## config.mk

```make
export PLATFORM = sky130hd
export DESIGN_NAME = pin_mux
export DESIGN_NICKNAME = d
export VERILOG_FILES = /design/src/logic/pin_mux_pkg.sv /design/src/logic/pin_mux.sv /design/src/logic/reset_release.sv
export SDC_FILE = /design/constraint.sdc
export NUM_CORES = 1
export LEC_CHECK = 0
export ABC_AREA = 1
export BUFFER_PORTS_ARGS = -buffer_cell sky130_fd_sc_hd__buf_2
export CAP_MARGIN = 30
export CORE_MARGIN = 3
export CORE_UTILIZATION = 35
export DETAILED_ROUTE_END_ITERATION = 10
export HOLD_SLACK_MARGIN = 0.1
export PLACE_DENSITY = 0.59
export SYNTH_ARGS = -nofsm -noshare
export SYNTH_HDL_FRONTEND = slang
export SYNTH_HIERARCHICAL = 1
export SYNTH_SLANG_ARGS = --single-unit
```

## constraint.sdc

```tcl
create_clock -name clk -period 3.4 [get_ports clk]
set_input_delay 0.51 -clock clk [delete_from_list [all_inputs] [get_ports clk]]
set_output_delay 0.51 -clock clk [all_outputs]
set_load 0.005 [all_outputs]
```

## src/logic/pin_mux_pkg.sv

```systemverilog
package pin_mux_pkg;

  // ****************************************************************
  // widths and timing
  // ****************************************************************
  localparam int          NUM_LINES         = 4;   // port A lines 0..3
  localparam int          RST_RELEASE_CYC   = 16;  // internal clocks before release
  localparam int          CNT_W             = 5;
  localparam logic [4:0]  CNT_ZERO          = 5'h00;
  localparam logic [3:0]  LINES_ZERO        = 4'h0;
  localparam logic [3:0]  LINES_ONES        = 4'hf;

  // reset pin function select encoding
  typedef enum logic [0:0] {
    RST_FN_RESET = 1'b0,   // primary: reset input
    RST_FN_GPIO  = 1'b1    // alternate: port A line 7, open drain
  } rst_fn_t;

  // reset release sequencer states
  typedef enum logic [1:0] {
    SEQ_HOLD    = 2'b00,
    SEQ_COUNT   = 2'b01,
    SEQ_RUN     = 2'b10
  } seq_state_t;

  // software configuration of the pins
  typedef struct packed {
    rst_fn_t    reset_pin_fn;   // function of the reset pin
    logic       line7_drive;    // line 7 pulls low when set
    logic [3:0] alt_sel;        // 1: pulse channel on line n
    logic [3:0] gpio_oe;        // 1: line n is an output
    logic [3:0] gpio_out;       // output value of line n
  } pin_cfg_t;

  // pad controls for one group of pins
  typedef struct packed {
    logic [3:0] out;
    logic [3:0] oe;
    logic [3:0] pull_up;
  } pad_ctrl_t;

endpackage

```

## src/logic/pin_mux.sv

```systemverilog
`timescale 1ns/1ps
module pin_mux #(
  parameter int RELEASE_CYCLES = pin_mux_pkg::RST_RELEASE_CYC
) (
  input  wire logic                   clk,
  input  wire logic                   rstn,            // power-on reset
  input  wire logic                   watchdog_reset,  // active high, same domain
  input  wire logic                   soft_reset,      // active high, same domain
  input  wire pin_mux_pkg::pin_cfg_t  system_integration_module,
  input  wire logic [3:0]             pulse_out,       // channels 0..3
  input  wire logic                   reset_pin_in,    // pad level of reset pin
  input  wire logic [3:0]             port_a_in,       // pad levels of lines 0..3
  output logic                        chip_rstn,
  output logic                        port_a_line7_on_reset_pin, // line 7 input
  output logic                        reset_pin_out,
  output logic                        reset_pin_oe,
  output logic                        reset_pin_pull_up,
  output pin_mux_pkg::pad_ctrl_t      port_a_pad,
  output logic [3:0]                  port_a_data      // lines 0..3 input values
);
  import pin_mux_pkg::*;

  // ****************************************************************
  // state
  // ****************************************************************
  typedef struct packed {
    logic       rp_s1;
    logic       rp_s2;
    logic [3:0] pa_s1;
    logic [3:0] pa_s2;
    logic       line7;
    logic [3:0] data;
    logic       r_out;
    logic       r_oe;
    logic       r_pu;
    pad_ctrl_t  pad;
  } mux_state_t;

  mux_state_t s;
  mux_state_t next_s;
  logic       in_reset;
  logic       pin_hold;
  logic       hold;
  logic       seq_rstn;

  // ****************************************************************
  // reset sources
  // ****************************************************************
  // reset pin counts only in its primary function
  assign pin_hold = (system_integration_module.reset_pin_fn == RST_FN_RESET)
                    && !s.rp_s2;
  assign hold     = pin_hold || watchdog_reset || soft_reset;

  reset_release #(
    .CYCLES (RELEASE_CYCLES)
  ) u_release (
    .clk       (clk),
    .rstn      (rstn),
    .hold      (hold),
    .chip_rstn (seq_rstn)
  );

  assign in_reset = !seq_rstn;

  // ****************************************************************
  // pad control
  // ****************************************************************
  always_comb begin
    next_s       = s;
    next_s.rp_s1 = reset_pin_in;
    next_s.rp_s2 = s.rp_s1;
    next_s.pa_s1 = port_a_in;
    next_s.pa_s2 = s.pa_s1;
    next_s.data  = s.pa_s2;
    if (in_reset) begin
      // all pins input with pull-up
      next_s.r_out   = 1'b0;
      next_s.r_oe    = 1'b0;
      next_s.r_pu    = 1'b1;
      next_s.line7   = 1'b1;
      next_s.pad.out = LINES_ZERO;
      next_s.pad.oe  = LINES_ZERO;
      next_s.pad.pull_up = LINES_ONES;
    end else begin
      // reset pin: only open drain low drive in gpio mode
      if (system_integration_module.reset_pin_fn == RST_FN_GPIO) begin
        next_s.r_out = 1'b0;
        next_s.r_oe  = system_integration_module.line7_drive;
        next_s.r_pu  = 1'b0;
        next_s.line7 = s.rp_s2;
      end else begin
        next_s.r_out = 1'b0;
        next_s.r_oe  = 1'b0;
        next_s.r_pu  = 1'b1;
        next_s.line7 = 1'b1;
      end
      next_s.pad.pull_up = LINES_ZERO;
      for (int i = 0; i < NUM_LINES; i++) begin
        if (system_integration_module.alt_sel[i]) begin
          next_s.pad.out[i] = pulse_out[i];
          next_s.pad.oe[i]  = 1'b1;
        end else begin
          next_s.pad.out[i] = system_integration_module.gpio_out[i];
          next_s.pad.oe[i]  = system_integration_module.gpio_oe[i];
        end
      end
    end
  end

  always_ff @(posedge clk or negedge rstn) begin
    if (!rstn) begin
      s <= '{rp_s1: 1'b1, rp_s2: 1'b1, pa_s1: LINES_ZERO, pa_s2: LINES_ZERO,
             line7: 1'b1, data: LINES_ZERO, r_out: 1'b0, r_oe: 1'b0, r_pu: 1'b1,
             pad: '{out: LINES_ZERO, oe: LINES_ZERO, pull_up: LINES_ONES}};
    end else begin
      s <= next_s;
    end
  end

  // ****************************************************************
  // outputs
  // ****************************************************************
  assign chip_rstn                 = seq_rstn;
  assign port_a_line7_on_reset_pin = s.line7;
  assign reset_pin_out             = s.r_out;
  assign reset_pin_oe              = s.r_oe;
  assign reset_pin_pull_up         = s.r_pu;
  assign port_a_pad                = s.pad;
  assign port_a_data               = s.data;

  // ****************************************************************
  // checks
  // ****************************************************************
  // open-drain line 7 never drives the pad high
  a_od_never_high: assert property (@(posedge clk) disable iff (!rstn)
    reset_pin_oe |-> !reset_pin_out)
    else $error("reset pin driven high");

  // running chip stays out of reset while the pin is a plain line
  a_pin_ignored: assert property (@(posedge clk) disable iff (!rstn)
    (system_integration_module.reset_pin_fn == RST_FN_GPIO && !watchdog_reset
     && !soft_reset && chip_rstn) |=> chip_rstn)
    else $error("reset pin used as reset source in gpio mode");

  // watchdog and software reset keep working in either pin mode
  a_other_sources: assert property (@(posedge clk) disable iff (!rstn)
    (watchdog_reset || soft_reset)
    |=> !chip_rstn)
    else $error("watchdog or software reset ignored");

  // a low reset pin in its primary function pulls the chip into reset
  a_pin_resets: assert property (@(posedge clk) disable iff (!rstn)
    (pin_hold && chip_rstn) |=> !chip_rstn)
    else $error("reset pin did not reset chip");

  // every pin is an input with pull-up while the chip is held
  a_reset_inputs: assert property (@(posedge clk) disable iff (!rstn)
    in_reset |=> (port_a_pad.oe == LINES_ZERO && !reset_pin_oe
                  && port_a_pad.pull_up == LINES_ONES))
    else $error("pins not input with pull-up in reset");

  // an unselected line only drives when its direction bit says so
  a_no_default_alt: assert property (@(posedge clk) disable iff (!rstn)
    (!system_integration_module.alt_sel[0] && !in_reset)
    |=> port_a_pad.oe[0] == $past(system_integration_module.gpio_oe[0]))
    else $error("alternate function without selection");

  // a selected line carries its pulse channel as an output
  a_pulse_route: assert property (@(posedge clk) disable iff (!rstn)
    (system_integration_module.alt_sel[1] && !in_reset)
    |=> (port_a_pad.oe[1] && port_a_pad.out[1] == $past(pulse_out[1])))
    else $error("pulse channel not routed");

  // a general purpose line drives its programmed value
  a_gpio_output: assert property (@(posedge clk) disable iff (!rstn)
    (!system_integration_module.alt_sel[2] && !in_reset)
    |=> port_a_pad.out[2] == $past(system_integration_module.gpio_out[2]))
    else $error("gpio output value wrong");

  // reset pin in its primary function is never driven
  a_reset_default: assert property (@(posedge clk) disable iff (!rstn)
    (system_integration_module.reset_pin_fn == RST_FN_RESET)
    |=> !reset_pin_oe)
    else $error("reset pin driven in reset function");

  // every line's direction follows its select and direction bits
  a_line_dirs: assert property (@(posedge clk) disable iff (!rstn)
    !in_reset
    |=> port_a_pad.oe == ($past(system_integration_module.alt_sel)
                          | $past(system_integration_module.gpio_oe)))
    else $error("line direction does not follow configuration");

  // line pull-ups drop once the chip runs
  a_pull_up_off: assert property (@(posedge clk) disable iff (!rstn)
    !in_reset
    |=> port_a_pad.pull_up == LINES_ZERO)
    else $error("line pull-up left on out of reset");

  // line 7 input shows the synchronised pad level in gpio mode
  a_line7_follow: assert property (@(posedge clk) disable iff (!rstn)
    (system_integration_module.reset_pin_fn == RST_FN_GPIO && !in_reset)
    |=> port_a_line7_on_reset_pin == $past(s.rp_s2))
    else $error("line 7 input does not follow the pad");

  // line 7 input rests high while the pin is the reset input
  a_line7_idle: assert property (@(posedge clk) disable iff (!rstn)
    (system_integration_module.reset_pin_fn == RST_FN_RESET)
    |=> port_a_line7_on_reset_pin)
    else $error("line 7 input active in reset function");

endmodule // pin_mux

```

## src/logic/reset_release.sv

```systemverilog
`timescale 1ns/1ps
// ****************************************************************
// reset release sequencer
// ****************************************************************
module reset_release #(
  parameter int CYCLES = pin_mux_pkg::RST_RELEASE_CYC
) (
  input  wire logic clk,
  input  wire logic rstn,
  input  wire logic hold,      // reset source active (synchronised)
  output logic      chip_rstn  // internal reset, low while held
);
  import pin_mux_pkg::*;

  typedef struct packed {
    seq_state_t       st;
    logic [CNT_W-1:0] cnt;
    logic             out_n;
  } rr_state_t;

  rr_state_t s;
  rr_state_t next_s;

  // count clocks after the source goes away, then release
  always_comb begin
    next_s = s;
    case (s.st)
      SEQ_HOLD: begin
        next_s.out_n = 1'b0;
        next_s.cnt   = CNT_ZERO;
        if (!hold) begin
          next_s.st = SEQ_COUNT;
        end
      end
      SEQ_COUNT: begin
        if (hold) begin
          next_s.st = SEQ_HOLD;
        end else if (s.cnt == CNT_W'(CYCLES - 1)) begin
          next_s.st    = SEQ_RUN;
          next_s.out_n = 1'b1;
        end else begin
          next_s.cnt = s.cnt + CNT_W'(1);
        end
      end
      SEQ_RUN: begin
        if (hold) begin
          next_s.st    = SEQ_HOLD;
          next_s.out_n = 1'b0;
        end
      end
      default: begin
        next_s.st = SEQ_HOLD;
      end
    endcase
  end

  always_ff @(posedge clk or negedge rstn) begin
    if (!rstn) begin
      s <= '{st: SEQ_HOLD, cnt: CNT_ZERO, out_n: 1'b0};
    end else begin
      s <= next_s;
    end
  end

  assign chip_rstn = s.out_n;

  // chip stays in reset on the first count clock; release comes CYCLES + 1 clocks after hold drops
  a_release_delay: assert property (@(posedge clk) disable iff (!rstn)
    (s.st == SEQ_COUNT && s.cnt == CNT_ZERO && !hold) |-> !chip_rstn)
    else $error("internal reset released too early");

endmodule // reset_release
```

==> impl_metrics.tcl <==
set metrics [dict create \
    dpl.cell_count 207 \
    rsz0062_at_grt "no" \
    maxCapViolCount 0 \
    stdcell_count 215 \
    pre_cts_slack_ns 1.87 \
    drc 0 \
    overflow 0 \
    sequentialPowerShare 0.540 \
    ctsResizeCount 0 \
    syn_inst 132 \
    cp_top_family "flip-flops" \
    synthesis.area_sq_mm 0.00135 \
    antenna_found_initial 0 \
    initial_utilization 0.383 \
    clockBufferDepth 2 \
    ys_types 19 \
    finalSetupViolCount 0 \
    ir_worst_vdd_v 0.000268 \
    routed_wl_microns 2190 \
    outcome "complete, no violations" \
    routed_via_density 4.19 \
    final-hold-violation-count 0 \
    clkPwrFrac 0.380 \
    drt_iter0_markers 46 \
    first_pass_iters 4 \
    cp.required_ns 3.56 \
    cpPeakStageDelay_ns 0.43 \
    diodes 0 \
    finalWeightedCongestion 0.744 \
    finalClockSkew_ns 0.00176 \
    coreArea_sq_mm 0.00352 \
    min_path_type "in2async" \
    layout.nets 198 \
    post-route-cell-area_sq_mm 0.00160 \
    cts_max_level 2 \
    timing.critical_path.buf_inv 2 \
    cts_hold_buf 0 \
    rows 21 \
    seq_area_frac_synth 0.635 \
    cts_tree "done" \
    critPathSlowestCell "dfrtp_1" \
    avgSynthCellArea_sq_um 10.2 \
    net-switching-power_w 0.000188 \
    yosysWarnings 6 \
    setup_slack_ns 1.90 \
    num_vias 900 \
    place_area_sq_mm 0.00151 \
    clk_latency_ns 0.28 \
    path_class "reg2reg" \
    cts_made_buffers 5 \
    port_buffers 46 \
    power.density_mw_per_mm2 502 \
    relSlewSlack 0.524 \
    grt_pass1_vias 899 \
    synth_seq_cells 34 \
    ant_nets 0 \
    period_needed_ns 1.50 \
    path_clk_slew_ns 0.07 \
    layout-area-overhead-vs-synth_pct 18.9 \
    cts_sinks 34 \
    grt_use_total 0.108 \
    fp.dieArea_sq_mm 0.00463 \
    final_common_cell "buf_2" \
    n_fill_cell 334 \
    power_switching_share 0.234 \
    p_leak_nw 0.866 \
    final_util 0.456 \
    dp_hpwl_microns 1620 \
    setup_tns_ns 0 \
    critPathArrivalTime_ns 1.66 \
    cp_common_cell "nand2_1" \
    path_cells "ha_1 -> nand2_1 -> nor2_1 -> ha_1 -> inv_1 -> nand2_1 -> nand2_2 -> inv_2 -> nand2_1 -> o21ai_1" \
    final_cell_mix "buf_2 (46), dfrtp_1 (29), nand2_1 (24), nor2_1 (20), inv_1 (13)" \
    p_int_w 0.000617 \
    wl_per_cell_microns 10.2 \
    cts_root_buf "clkbuf_8" \
    io_pins 48 \
    fin_crit_sh 0.440 \
    comb_power_share 0.080 \
    die_x_microns 68.1 \
    finalMaxSlewViolations 0 \
    cts_setup_buffers 0 \
    grt_start_max_net_pins 35 \
    crit_path_start_kind "register" \
    worstMarginPinSlew_ns 0.714 \
    die_height_microns 68.1 \
    cp-end-kind "register" \
    synth.net_count 162 \
    critPathMaxFanout 5 \
    fmax_mhz 668 \
    post_route_cells_drive_above_1_share 0.391 \
    grt_pass1_wl_microns 3660 \
]
[cells in the mapped netlist, drive strengths merged]
cell   count  area [sq um]
ha         3          37.5
nand2     26           103
o21ai      4          20.0
or2        2          12.5
inv       15          56.3
buf       17           128
o22ai      1          6.26
nand3      4          20.0
nor2      22          87.6
a21oi      1          5.00
conb       1          3.75
dfstp      5           131
nand4      2          12.5
dfrtp     29           726
[stage by stage]
stage                     hold WS (ns)  total power (W)
after floorplan                  0.214         0.000483
after detailed placement         0.335         0.000509
after CTS                        0.300         0.000824
after global routing             0.305         0.000854
after global placement           0.332         0.000506
final                            0.281         0.000806
[layout make-up]
class / count / area, sq um / share of cell area
sequential: 34 / 857 / 0.534
clock buffer: 6 / 82.6 / 0.0515
clock inverter: 2 / 12.5 / 0.00780
tap: 46 / 57.6 / 0.0359
inverter: 15 / 56.3 / 0.0351
multi-input combinational: 66 / 308 / 0.192
timing repair buffer: 46 / 230 / 0.144
[cell families after synthesis]
family	Yosys count	share of synthesized area
compound gates	6	0.0232
fa+ha+maj	3	0.0278
flops	34	0.635
simple gates	56	0.174
other cells	1	0.00278
buf+inv	32	0.136
[power by group through the flow]
| stage | Sequential (W) | Combinational (W) | Clock (W) |
|---|---|---|---|
| 2_1_floorplan | 0.000441 | 0.0000413 | 0 |
| 3_3_place_gp | 0.000442 | 0.0000640 | 0 |
| 3_5_place_dp | 0.000443 | 0.0000655 | 0 |
| 4_1_cts | 0.000435 | 0.0000658 | 0.000322 |
| 5_1_grt | 0.000437 | 0.0000755 | 0.000341 |
| 6_report | 0.000435 | 0.0000644 | 0.000306 |
[registers in the layout, summed over array words and instances, names as in the netlist]
register and count:
reset_pin_oe 1, port_a_line7_on_reset_pin 1, reset_pin_pull_up 1, port_a_pad 9
port_a_data 4, u_release/chip_rstn 1, u_release/s 7, s 1
next_s 9
[worst paths after layout]
check / start / cells after the start / slack [ns] / endpoint
max: u_release/s[1] / 10 / 1.90 / u_release/s[1]
max reg2reg: u_release/s[1] / 10 / 1.90 / u_release/s[1]
max in group asynchronous: rstn / 1 / 2.67 / port_a_pad[8]
min: rstn / 1 / 0.28 / port_a_pad[9]
min reg2reg: next_s[23] / 0 / 0.35 / next_s[18]
min in group clk: reset_pin_in / 1 / 0.32 / next_s[28]
[layer usage]
layer	vias to the layer above	GRT usage	part of all wire
li1	456	-	-
met1	399	0.103	0.41
met2	39	0.188	0.45
met3	6	0.0575	0.12
met4	0	0.0546	0.019
met5	-	0	0
(Power assumes the default switching activity.)
